### src/hw/iflr_pkg.sv
// Package: command codes, reset values and timing for the input limit bank
package iflr_pkg;

   // ==========================================================
   // Command codes
   localparam logic [7:0] CMD_INPUT_OV_LIMIT = 8'h55;
   localparam logic [7:0] CMD_INPUT_UV_LIMIT = 8'h59;
   localparam logic [7:0] CMD_INPUT_OC_LIMIT = 8'h5b;
   localparam logic [7:0] CMD_TURN_ON_DELAY = 8'h60;
   localparam logic [7:0] CMD_COMMIT_PENDING_CONFIG = 8'he7;

   // ==========================================================
   // Widths and page count
   localparam int DATA_W = 16;
   localparam int NUM_PAGES = 2;

   // ==========================================================
   // Values after reset
   localparam logic [15:0] RST_INPUT_OV_LIMIT = 16'h36b0;
   localparam logic [15:0] RST_INPUT_UV_LIMIT = 16'h1f40;
   localparam logic [15:0] RST_INPUT_OC_LIMIT = 16'h0032;
   localparam logic [15:0] RST_TURN_ON_DELAY = 16'h0014;
   localparam logic [15:0] ZERO_WORD = 16'h0000;

   // ==========================================================
   // Timing: one delay step and the clock period
   localparam int DELAY_STEP_NS = 10000;
   localparam int CLK_PERIOD_NS = 20;
   localparam int STEP_CYCLES = DELAY_STEP_NS / CLK_PERIOD_NS;
   localparam int PRESC_W = 9;
   localparam logic [PRESC_W-1:0] PRESC_LAST =
      PRESC_W'(STEP_CYCLES - 1);
   localparam logic [PRESC_W-1:0] PRESC_ZERO = 9'h000;

   // ==========================================================
   // Turn-on sequencer states
   typedef enum logic [2:0] {
      IFLR_TON_IDLE = 3'h1,
      IFLR_TON_WAIT = 3'h2,
      IFLR_TON_RAMP = 3'h4
   } iflr_ton_e;

endpackage : iflr_pkg

### src/hw/iflr_ton_timer.sv
// Module: per-page turn-on delay timer counting 10 us steps
module iflr_ton_timer (
   input wire logic clk,
   input wire logic rst_n,
   input wire logic out_enable,
   input wire logic [15:0] delay_code,
   output logic ramp_start,
   output logic ramp_active
);

   // ==========================================================
   // State
   iflr_pkg::iflr_ton_e state_r, state_nxt;
   logic [15:0] steps_r, steps_nxt;
   logic [iflr_pkg::PRESC_W-1:0] presc_r, presc_nxt;
   logic start_r, start_nxt;

   // Next state; delay is latched at enable so later writes do not
   // stretch or cut a delay already running
   always_comb begin
      state_nxt = state_r;
      steps_nxt = steps_r;
      presc_nxt = presc_r;
      start_nxt = 1'b0;
      unique case (state_r)
         iflr_pkg::IFLR_TON_IDLE: begin
            if (out_enable) begin
               steps_nxt = delay_code;
               presc_nxt = iflr_pkg::PRESC_LAST;
               state_nxt = iflr_pkg::IFLR_TON_WAIT;
            end
         end
         iflr_pkg::IFLR_TON_WAIT: begin
            if (!out_enable) begin
               state_nxt = iflr_pkg::IFLR_TON_IDLE;
            end else if (steps_r == iflr_pkg::ZERO_WORD) begin
               state_nxt = iflr_pkg::IFLR_TON_RAMP;
               start_nxt = 1'b1;
            end else if (presc_r == iflr_pkg::PRESC_ZERO) begin
               presc_nxt = iflr_pkg::PRESC_LAST; // 500 cycles a step
               steps_nxt = steps_r - 16'h0001;
            end else begin
               presc_nxt = presc_r - 9'h001;
            end
         end
         iflr_pkg::IFLR_TON_RAMP: begin
            if (!out_enable) begin
               state_nxt = iflr_pkg::IFLR_TON_IDLE;
            end
         end
         default: begin
            state_nxt = iflr_pkg::IFLR_TON_IDLE;
         end
      endcase
   end

   // Registers
   always_ff @(posedge clk or negedge rst_n) begin
      if (!rst_n) begin
         state_r <= iflr_pkg::IFLR_TON_IDLE;
         steps_r <= iflr_pkg::ZERO_WORD;
         presc_r <= iflr_pkg::PRESC_ZERO;
         start_r <= 1'b0;
      end else begin
         state_r <= state_nxt;
         steps_r <= steps_nxt;
         presc_r <= presc_nxt;
         start_r <= start_nxt;
      end
   end

   // Outputs
   assign ramp_start = start_r;
   assign ramp_active = (state_r == iflr_pkg::IFLR_TON_RAMP);

endmodule : iflr_ton_timer

### src/hw/iflr_top.sv
// Module: input fault limit and turn-on delay command bank
//
// Behaviour
// Each of the four settings is a 16-bit read/write unsigned integer.
// Input overvoltage limit is global, in mV, resets to 36B0h (14,000 mV).
// The three limits take effect only after the commit command.
// Input undervoltage limit is global, in mV, resets to 1F40h (8,000 mV).
// Input below the undervoltage limit raises the low input lockout.
// Input overcurrent limit is global, in amperes, resets to 0032h (50 A).
// Turn-on delay is held per page and resets to 0014h (200 us).
// Turn-on delay code counts 10 us steps; host keeps it in range.
// Reads return the last written limit; comparators use applied limits.
//
// ==========================================================
// Command map
//   55h input_overvoltage_limit: global, staged
//   59h input_undervoltage_limit: global, staged
//   5Bh input_overcurrent_limit: global, staged
//   60h turn_on_delay: one word per page, live
//   E7h commit_pending_config: write only, data ignored
//   Any other code: no state change, unsupported pulse
//   Read of the commit code counts as unsupported
//
// ==========================================================
// Command port timing
//   Taken on a rising edge with cmd_valid high
//   Write lands in its register at that same edge
//   rd_valid and cmd_unsupported one cycle later, one cycle wide
//   rd_data holds until the next read
//   Unknown read answers zero, with rd_valid
//   A new command on every cycle is fine
//
// ==========================================================
// Staged limits
//   Pending and applied copy for each of the three limits
//   Reads show the pending copy
//   Comparators only ever see the applied copy
//   Commit copies all three on its taking edge
//   Why: software can stage a full set and switch at once,
//   so no fault is judged against a half-updated set
//
// ==========================================================
// Values after reset
//   input_overvoltage_limit 36B0h, 14,000 mV
//   input_undervoltage_limit 1F40h, 8,000 mV
//   input_overcurrent_limit 0032h, 50 A
//   turn_on_delay 0014h, 200 us, both pages
//   Pending and applied copies reset alike, so faults are
//   judged against the defaults before any commit
//   Read data register resets to zero
//
// ==========================================================
// Fault comparators
//   Strict compares on every edge, one cycle of latency
//   Overvoltage, overcurrent: sample above the limit
//   Lockout: voltage sample below the limit
//   No filter or hysteresis; downstream fault logic owns
//   debounce and response
//
// ==========================================================
// Turn-on delay
//   One timer per page, started by the enable level
//   Code latched at enable; a write during the wait only
//   counts from the next enable
//   Step of 500 clocks, 10 us at 50 MHz
//   Ramp start code x 500 + 1 clocks after the taking edge
//   Enable low at any time aborts back to idle
//
// ==========================================================
// Limitations
//   Byte pairing and bus protocol live upstream
//   Page select only steers turn_on_delay
//   No range check: values beyond the nominal spans are
//   stored and used as written; the host keeps them in range
module iflr_top (
   input wire logic clk,
   input wire logic rst_n,
   // Decoded management commands
   input wire logic cmd_valid,
   input wire logic cmd_write,
   input wire logic [7:0] cmd_code,
   input wire logic [15:0] cmd_wdata,
   input wire logic cmd_page,
   output logic [15:0] rd_data,
   output logic rd_valid,
   output logic cmd_unsupported,
   // Input samples and per-page enables
   input wire logic [15:0] vin_mv,
   input wire logic [15:0] iin_a,
   input wire logic [1:0] out_enable,
   // Fault levels and sequencing
   output logic input_ov_fault,
   output logic low_input_lockout,
   output logic input_oc_fault,
   output logic [1:0] ramp_start,
   output logic [1:0] ramp_active,
   // Limits the comparators use now
   output logic [15:0] applied_ov_limit,
   output logic [15:0] applied_uv_limit,
   output logic [15:0] applied_oc_limit
);

   // ==========================================================
   // Declarations
   // Staged and applied limit words
   logic [15:0] pend_ov_r, pend_ov_nxt;
   logic [15:0] pend_uv_r, pend_uv_nxt;
   logic [15:0] pend_oc_r, pend_oc_nxt;
   logic [15:0] act_ov_r, act_ov_nxt;
   logic [15:0] act_uv_r, act_uv_nxt;
   logic [15:0] act_oc_r, act_oc_nxt;
   // Turn-on delay words, one per page
   logic [15:0] ton_r [iflr_pkg::NUM_PAGES];
   logic [15:0] ton_nxt [iflr_pkg::NUM_PAGES];
   // Answer and fault registers
   logic [15:0] rdata_r, rdata_nxt;
   logic rvalid_r, rvalid_nxt;
   logic unsup_r, unsup_nxt;
   logic ov_r, ov_nxt;
   logic uv_r, uv_nxt;
   logic oc_r, oc_nxt;
   // Decoded strobes
   logic wr_en;
   logic rd_en;
   logic code_known;

   // ==========================================================
   // Command decode
   // Strobes qualified once so the write and read paths agree
   assign wr_en = cmd_valid && cmd_write;
   assign rd_en = cmd_valid && !cmd_write;
   always_comb begin
      unique case (cmd_code)
         iflr_pkg::CMD_INPUT_OV_LIMIT,
         iflr_pkg::CMD_INPUT_UV_LIMIT,
         iflr_pkg::CMD_INPUT_OC_LIMIT,
         iflr_pkg::CMD_TURN_ON_DELAY: code_known = 1'b1;
         iflr_pkg::CMD_COMMIT_PENDING_CONFIG: code_known = cmd_write;
         default: code_known = 1'b0;
      endcase
   end

   // ==========================================================
   // Pending limits: what the host last wrote
   always_comb begin
      pend_ov_nxt = pend_ov_r;
      pend_uv_nxt = pend_uv_r;
      pend_oc_nxt = pend_oc_r;
      if (wr_en) begin
         if (cmd_code == iflr_pkg::CMD_INPUT_OV_LIMIT) begin
            pend_ov_nxt = cmd_wdata;
         end
         if (cmd_code == iflr_pkg::CMD_INPUT_UV_LIMIT) begin
            pend_uv_nxt = cmd_wdata;
         end
         if (cmd_code == iflr_pkg::CMD_INPUT_OC_LIMIT) begin
            pend_oc_nxt = cmd_wdata;
         end
      end
   end

   always_ff @(posedge clk or negedge rst_n) begin
      if (!rst_n) begin
         pend_ov_r <= iflr_pkg::RST_INPUT_OV_LIMIT;
         pend_uv_r <= iflr_pkg::RST_INPUT_UV_LIMIT;
         pend_oc_r <= iflr_pkg::RST_INPUT_OC_LIMIT;
      end else begin
         pend_ov_r <= pend_ov_nxt;
         pend_uv_r <= pend_uv_nxt;
         pend_oc_r <= pend_oc_nxt;
      end
   end

   // ==========================================================
   // Applied limits: copied from pending only on commit
   // Keeping two copies lets software stage all three limits and
   // switch them over together, avoiding a half-updated window
   always_comb begin
      act_ov_nxt = act_ov_r;
      act_uv_nxt = act_uv_r;
      act_oc_nxt = act_oc_r;
      if (wr_en && cmd_code == iflr_pkg::CMD_COMMIT_PENDING_CONFIG) begin
         act_ov_nxt = pend_ov_r;
         act_uv_nxt = pend_uv_r;
         act_oc_nxt = pend_oc_r;
      end
   end

   always_ff @(posedge clk or negedge rst_n) begin
      if (!rst_n) begin
         act_ov_r <= iflr_pkg::RST_INPUT_OV_LIMIT;
         act_uv_r <= iflr_pkg::RST_INPUT_UV_LIMIT;
         act_oc_r <= iflr_pkg::RST_INPUT_OC_LIMIT;
      end else begin
         act_ov_r <= act_ov_nxt;
         act_uv_r <= act_uv_nxt;
         act_oc_r <= act_oc_nxt;
      end
   end

   // ==========================================================
   // Turn-on delay, one word per page, no commit needed
   always_comb begin
      for (int p = 0; p < iflr_pkg::NUM_PAGES; p++) begin
         ton_nxt[p] = ton_r[p];
         if (wr_en && cmd_code == iflr_pkg::CMD_TURN_ON_DELAY &&
             int'(cmd_page) == p) begin
            ton_nxt[p] = cmd_wdata;
         end
      end
   end

   always_ff @(posedge clk or negedge rst_n) begin
      if (!rst_n) begin
         for (int p = 0; p < iflr_pkg::NUM_PAGES; p++) begin
            ton_r[p] <= iflr_pkg::RST_TURN_ON_DELAY;
         end
      end else begin
         for (int p = 0; p < iflr_pkg::NUM_PAGES; p++) begin
            ton_r[p] <= ton_nxt[p];
         end
      end
   end

   // ==========================================================
   // Read path and unsupported-command flag
   // Answer one cycle after the request; unknown codes read zero
   always_comb begin
      rdata_nxt = rdata_r;
      rvalid_nxt = 1'b0;
      unsup_nxt = 1'b0;
      if (cmd_valid && !code_known) begin
         unsup_nxt = 1'b1;
      end
      if (rd_en) begin
         rvalid_nxt = 1'b1;
         unique case (cmd_code)
            iflr_pkg::CMD_INPUT_OV_LIMIT: rdata_nxt = pend_ov_r;
            iflr_pkg::CMD_INPUT_UV_LIMIT: rdata_nxt = pend_uv_r;
            iflr_pkg::CMD_INPUT_OC_LIMIT: rdata_nxt = pend_oc_r;
            iflr_pkg::CMD_TURN_ON_DELAY: rdata_nxt = ton_r[cmd_page];
            default: rdata_nxt = iflr_pkg::ZERO_WORD;
         endcase
      end
   end

   always_ff @(posedge clk or negedge rst_n) begin
      if (!rst_n) begin
         rdata_r <= iflr_pkg::ZERO_WORD;
         rvalid_r <= 1'b0;
         unsup_r <= 1'b0;
      end else begin
         rdata_r <= rdata_nxt;
         rvalid_r <= rvalid_nxt;
         unsup_r <= unsup_nxt;
      end
   end

   // ==========================================================
   // Fault comparators against the applied limits only
   // Registered so a glitching sample input does not race the outputs
   always_comb begin
      ov_nxt = (vin_mv > act_ov_r);
      uv_nxt = (vin_mv < act_uv_r);
      oc_nxt = (iin_a > act_oc_r);
   end

   always_ff @(posedge clk or negedge rst_n) begin
      if (!rst_n) begin
         ov_r <= 1'b0;
         uv_r <= 1'b0;
         oc_r <= 1'b0;
      end else begin
         ov_r <= ov_nxt;
         uv_r <= uv_nxt;
         oc_r <= oc_nxt;
      end
   end

   // ==========================================================
   // Per-page turn-on timers
   for (genvar g = 0; g < iflr_pkg::NUM_PAGES; g++) begin : g_ton
      iflr_ton_timer u_ton (
         .clk(clk),
         .rst_n(rst_n),
         .out_enable(out_enable[g]),
         .delay_code(ton_r[g]),
         .ramp_start(ramp_start[g]),
         .ramp_active(ramp_active[g])
      );
   end

   // ==========================================================
   // Outputs
   assign rd_data = rdata_r;
   assign rd_valid = rvalid_r;
   assign cmd_unsupported = unsup_r;
   assign input_ov_fault = ov_r;
   assign low_input_lockout = uv_r;
   assign input_oc_fault = oc_r;
   assign applied_ov_limit = act_ov_r;
   assign applied_uv_limit = act_uv_r;
   assign applied_oc_limit = act_oc_r;

endmodule : iflr_top

### config.mk
export PLATFORM = sky130hd
export DESIGN_NAME = iflr_top
export DESIGN_NICKNAME = d
export VERILOG_FILES = /design/src/hw/iflr_pkg.sv /design/src/hw/iflr_ton_timer.sv /design/src/hw/iflr_top.sv
export SDC_FILE = /design/constraint.sdc
export NUM_CORES = 1
export LEC_CHECK = 0
export ABC_AREA = 1
export BUFFER_PORTS_ARGS = -buffer_cell sky130_fd_sc_hd__clkbuf_2
export CAP_MARGIN = 20
export CORE_ASPECT_RATIO = 0.7
export CORE_MARGIN = 4
export CORE_UTILIZATION = 35
export DETAILED_ROUTE_END_ITERATION = 8
export SYNTH_ARGS = -nofsm -noshare
export SYNTH_HDL_FRONTEND = slang
export SYNTH_SLANG_ARGS = --single-unit
### constraint.sdc
create_clock -name clk -period 2.3 [get_ports clk]
set_input_delay 0.115 -clock clk [delete_from_list [all_inputs] [get_ports clk]]
set_output_delay 0.115 -clock clk [all_outputs]
set_load 0.02 [all_outputs]
After elaboration in Yosys (flattened, before gate mapping)
Cells that the tools add are included.
{ "classes": {"addsub": 4, "multipliers": 0, "div_mod_pow": 0, "n_lt_le_gt_ge": 4, "n_eq_ne": 23, "n_shift": 0, "n_mux": 43, "bitwise": 2, "reduce_logical": 25} }
{ "op_table": {"columns": ["cell", "count"], "rows": [
  ["$mux W16", 11],
  ["$mux W9", 8],
  ["$pmux W16 S2", 2],
  ["$pmux W16 S4", 1],
  ["$pmux W9 S2", 2],
  ["$eq A8 B7 Y1 const B", 4],
  ["$gt A16 B16 Y1", 2],
  ["$logic_not A16 Y1", 2],
  ["$sub A16 B1 Y16 const B", 2],
  ["$mux W3", 8],
  ["$logic_not A9 Y1", 2],
  ["$pmux W3 S3", 2],
  ["$sub A9 B1 Y9 const B", 2],
  ["$lt A16 B16 Y1", 1],
  ["$ne A2 B2 Y1 const B", 8],
  ["$reduce_and A5 Y1", 2],
  ["$eq A8 B8 Y1 const B", 1],
  ["$mux W1", 8],
  ["$reduce_and A4 Y1", 2],
  ["$logic_and A1 B1 Y1", 7],
  ["$eq A3 B1 Y1 const B", 2],
  ["$eq A3 B2 Y1 const B", 2],
  ["$eq A3 B3 Y1 const B", 2],
  ["$ne A3 B2 Y1 const B", 2],
  ["10 further kinds", 16]
]} }
{ "totals": {"ff_bits": 207, "latch_bits": 0, "ram_bits": 0, "mem_bits_ro": 0, "input_bits": 63, "output_inout_bits": 73, "word_cells": 123, "mem_count": 0} }

Logic depth before layout (Yosys ltp)
{ "logic_depth": {"word_depth": 6, "ltp_mapped": 11, "depth_no_buf": 11} }

Modules after synthesis
From an unflattened synthesis, not the netlist that was laid out.
{ "hier_totals": {"cells_unflattened": 1505, "hier_area_um2": 11690.0} }
{ "modules_own_cells": {"columns": ["module", "instances", "cells_each", "area_each_um2", "seq_area_each_um2"], "rows": [
  ["iflr_top", 1, 906, 7697.4, 3773.6],
  ["iflr_ton_timer at g_ton[1].u_ton", 1, 299, 2004.4, 726.9],
  ["iflr_ton_timer at g_ton[0].u_ton", 1, 300, 1988.2, 726.9]
]} }

Worst setup path before layout
No wires, ideal clock.
{ "synth_timing": {"path_type": "reg2reg", "from": "reg act_uv_r[9] (netlist: applied_uv_limit[9])", "to": "reg uv_r (netlist: low_input_lockout)", "setup_time_ns": 0.077, "t_arrival_ns": 1.539, "t_required_ns": 2.223, "slack_ns": 0.684, "path_stages_with_launch": 9, "n_path_buf": 0, "synth_period_minus_slack_ns": 1.616, "cell_sequence": "dfstp_2 > inv_1 > ha_1 > nand2_1 > inv_1 > o21ai_0 > a21oi_1 > or2_2 > a21oi_1"} }
{ "synth_between": {"elab_chain_len": 1} }
{ "synth_lines": {"columns": ["item", "line", "rtl"], "rows": [
  ["from (decl)", "iflr_top.sv:110", "logic [15:0] act_uv_r, act_uv_nxt;"],
  ["from (signal assigned)", "iflr_top.sv:192", "act_uv_r <= iflr_pkg::RST_INPUT_UV_LIMIT;"],
  ["from (signal assigned)", "iflr_top.sv:196", "act_uv_r <= act_uv_nxt;"],
  ["$lt A16 B16 Y1", "iflr_top.sv:264", "uv_nxt = (vin_mv < act_uv_r);"],
  ["named net uv_nxt", "iflr_top.sv:120", "logic uv_r, uv_nxt;"],
  ["to (signal assigned)", "iflr_top.sv:275", "uv_r <= uv_nxt;"],
  ["to (decl)", "iflr_top.sv:120", null]
]} }
The timed path passes the listed nets, and every way through them passes these cells.
A chain may end at the register's enable or synchronous reset.

Final worst setup path
{ "layout_timing": {"from": "reg g_ton[1].u_ton.presc_r[0] (netlist bit)", "to": "reg g_ton[1].u_ton.steps_r[8]"} }
{ "layout_between": {"elab_chain_len": 3} }
{ "layout_lines": {"columns": ["item", "line", "rtl"], "rows": [
  ["from (decl)", "iflr_ton_timer.sv:15", "logic [iflr_pkg::PRESC_W-1:0] presc_r, presc_nxt;"],
  ["from (signal assigned)", "iflr_ton_timer.sv:62", "presc_r <= iflr_pkg::PRESC_ZERO;"],
  ["from (signal assigned)", "iflr_ton_timer.sv:67", "presc_r <= presc_nxt;"],
  ["$logic_not A9 Y1", "iflr_ton_timer.sv:39", "end else if (presc_r == iflr_pkg::PRESC_ZERO) begin"],
  ["$ne A2 B1 Y1 (no line)", null, null],
  ["$reduce_and A5 Y1 (no line)", null, null],
  ["to (signal assigned)", "iflr_ton_timer.sv:61", "steps_r <= iflr_pkg::ZERO_WORD;"],
  ["to (signal assigned)", "iflr_ton_timer.sv:66", "steps_r <= steps_nxt;"],
  ["to (decl)", "iflr_ton_timer.sv:14", "logic [15:0] steps_r, steps_nxt;"]
]} }
Every way passes these cells.

==> impl_metrics.ini <==
[clock_tree]
cts_tree = built
clock_sinks = 207
clk_pin_slew_ns = 0.06
post-cts-setup-buffers = 0
root_buffer = clkbuf_16
cts_buffers = 22
clock_path_buffers = 3
htree_num_levels = 1
clk_latency_ns = 0.52

[global_route]
grt_pass1_wl_um = 51900
first_global_vias = 9674
met1_usage = 0.288
grt_max_degree = 66
track_usage = 0.182
grt_overflow = 0
globalRoute.busiestLayer = met1
grt_antenna_before_repair = 0
use_met3 = 0.0341
grt_util_met2 = 0.262

[setup_path]
end_kind = flop
path_class = flop to flop
critPathArrivalTime_ns = 2.40
cp-start-kind = flop
critPathMaxFanout = 13
critPathBufInv = 2
path_common_cell = nand2_1
cp_cell_sequence = inv_1, ha_1, nand2_2, nor2_2, nand2_1, nand2_2, nand2_1, nor2_4, buf_4, nand2_1, o21ai_0
max_stage_delay_ns = 0.37
crit_slowest_cell = dfrtp_1
worst-endpoint-required_ns = 2.73
critical_path.top_delay_family = simple AND/OR/NAND/NOR gates

[routing]
first_iter_violations = 1070
wl_per_cell_um = 15.9
drt_wl_total_um = 32500
drc = 0
postRouteAntennaNets = 0
num_vias = 10100
via_per_inst = 4.94
dr.pass1.iters = 7

[logic_synthesis]
synth_area_leader_cell = dfrtp_1
syn_inst = 1472
syn_nets = 1588
synth_warnings = 0
postSynthAreaPerCell_sq_um = 7.61
syn_area_sq_um = 11200
netlist-cell-type-count = 38
ys_ff_latch = 207
synth_area_leaders = dfrtp_1 38%, nand2_1 14%, dfstp_2 8.9%, ha_1 5.9%, inv_1 5.9%
synth_seq_area_share = 0.467
synth_top_area_share = 0.377

[timing]
slew_headroom = 0.553
final-setup-viol-count = 0
setup_ws_ns = 0.329
fin_skew_ns = 0.00871
tightest_slew_ns = 0.666
hold_viol = 0
max_freq_ghz = 0.507
grt_setup_unrepaired = no
final.setup.tns_ns = 0
finalCritPeriodShare = 0.857
layout_min_cycle_time_ns = 1.97
drv_slew = 0

[final_layout]
fill_cells = 3240
multi_input_area_sq_um = 5040
regArea_sq_um = 5230
diodes = 0
fin_nets = 1725
area_delta_synth_final_pct = 18.5
drive_gt1_frac = 0.159
finalNonFillerCells = 2045

[power]
leakage_nw = 6.88
p_int_mw = 8.10
p_per_area_nw_per_um2 = 998
comb_power_share = 0.360
p_seq_frac = 0.341
ir_worst_vdd_uv = 527
p_clk_frac = 0.299
power_switching_mw = 5.15
total_power_mw = 13.2
p_sw_frac = 0.388

[placed_design]
gp_congestion = 0.908
dp_worst_setup_slack_ns = 0.313
place_hpwl_um = 24700
dp_cells = 1995
portBuffers = 135

[die]
dieHeight_um = 158
initial_core_util = 0.357
chipWidth_um = 222
coreArea_sq_um = 31400
die_area_sq_um = 35000
num_rows = 54
ios = 136

[worst_hold_path]
hp-class = input pin to flop

[job]
max_cap_viol_count = 0

[outcome]
run_status = completed
worst register-to-register path: stages (launching register included):
cell and delay, ns:
dfrtp_1 0.37, inv_1 0.08, ha_1 0.25, nand2_2 0.09, nor2_2 0.14, nand2_1 0.11
nand2_2 0.11, nand2_1 0.09, nor2_4 0.25, buf_4 0.25, nand2_1 0.06, o21ai_0 0.07
sequential cells by signal (all words and copies together), names as in the netlist:
name	count
g_ton.u_ton.steps_r	32
ton_r	32
g_ton.u_ton.presc_r	18
applied_oc_limit	16
applied_ov_limit	16
applied_uv_limit	16
pend_oc_r	16
pend_ov_r	16
pend_uv_r	16
rd_data	16
g_ton.u_ton.state_r	6
g_ton.u_ton.ramp_start	2
cmd_unsupported	1
input_oc_fault	1
input_ov_fault	1
low_input_lockout	1
rd_valid	1
kinds of logic (layout without fill, tap and decap cells):
| logic type | count (synthesis) | in the layout | share of synthesized area |
|---|---|---|---|
| AO/OA/AOI/OAI | 270 | 270 | 0.122 |
| XOR/XNOR | 7 | 7 | 0.00547 |
| adder cells (fa/ha/maj) | 53 | 53 | 0.0592 |
| buffers and inverters | 235 | 388 | 0.0844 |
| flip-flops | 207 | 207 | 0.467 |
| multiplexers | 2 | 2 | 0.00201 |
| AND/OR/NAND/NOR | 698 | 698 | 0.260 |
routing by layer:
layer / share of wire / vias up
li1: - / 5003
met1: 0.52 / 4786
met2: 0.41 / 281
met3: 0.064 / 26
met4: 0.011 / 0
met5: 0 / -
layout by cell type (no fill, tap or decap), drive strengths merged, types with 3 or more instances in the layout:
cell | synthesis | final
nand2 | 433 | 433
o21ai | 198 | 198
inv | 179 | 179
dfrtp | 169 | 169
clkbuf | 21 | 165
nor2 | 116 | 116
nand3 | 110 | 110
a21oi | 64 | 64
ha | 53 | 53
dfstp | 38 | 38
buf | 35 | 24
nor3 | 14 | 14
nand4 | 12 | 12
dlygate4sd3 | 0 | 10
xor2 | 5 | 5
o21a | 4 | 4
and2 | 4 | 4
bufinv | 0 | 4
clkinv | 0 | 4
or2 | 3 | 3
nand3b | 3 | 3
layout make-up:
cell class                      count  area share
Clock inverter                     10      0.0117
Sequential cell                   207       0.394
Tap cell                          420      0.0396
Clock buffer                       30      0.0491
Timing Repair Buffer              169      0.0755
Multi-Input combinational cell   1030       0.380
Inverter                          179      0.0506
Yosys cell counts, drive strengths merged:
cell type / number
xor2: 5
buf: 35
or2: 3
a31oi: 1
nor2: 116
o22ai: 1
and2: 4
ha: 53
nand3b: 3
clkbuf: 21
o21ai: 198
nand2: 433
nor3b: 1
nor3: 14
inv: 179
nand4: 12
dfrtp: 169
a21oi: 64
o31ai: 2
nand3: 110
nor4: 2
dfstp: 38
mux2: 2
o21a: 4
xnor2: 2
final timing paths:
path	to	depth (start not counted)	slack [ns]	start
setup reg to reg	g_ton[1].u_ton.steps_r[8]	11	0.33	g_ton[1].u_ton.presc_r[0]
hold reg to reg	g_ton[0].u_ton.presc_r[0]	2	0.47	g_ton[0].u_ton.presc_r[0]
max in group asynchronous	pend_ov_r[4]	3	1.34	rst_n
hold / removal	pend_uv_r[0]	3	0.02	cmd_wdata[0]
min in group asynchronous	g_ton[1].u_ton.presc_r[5]	2	0.17	rst_n
setup / recovery	g_ton[1].u_ton.steps_r[8]	11	0.33	g_ton[1].u_ton.presc_r[0]
power groups by stage:
| stage | logic [mW] | clock network, mW | registers [mW] |
|---|---|---|---|
| after floorplan | 3.54 | 0 | 4.49 |
| after global placement | 4.64 | 0 | 4.57 |
| after detailed placement | 4.73 | 0 | 4.57 |
| after CTS | 4.77 | 4.03 | 4.51 |
| after global routing | 5.57 | 4.17 | 4.58 |
| final | 4.77 | 3.96 | 4.52 |
metrics by stage:
step	util	hold WS, ns	instance area (sq um)
floorplan	-	-0.181	11200
global placement	0.395	0.158	12400
detailed placement	0.395	0.163	12400
CTS	0.423	0.00319	13300
global route	0.423	0.0203	13300
finish	0.423	0.0166	13300
repair_timing:
item	CTS	global route
hold endpoints to repair	77	0
gates resized for setup	0	0
hold buffers	10	0
Power figures use the tool's default switching activity.
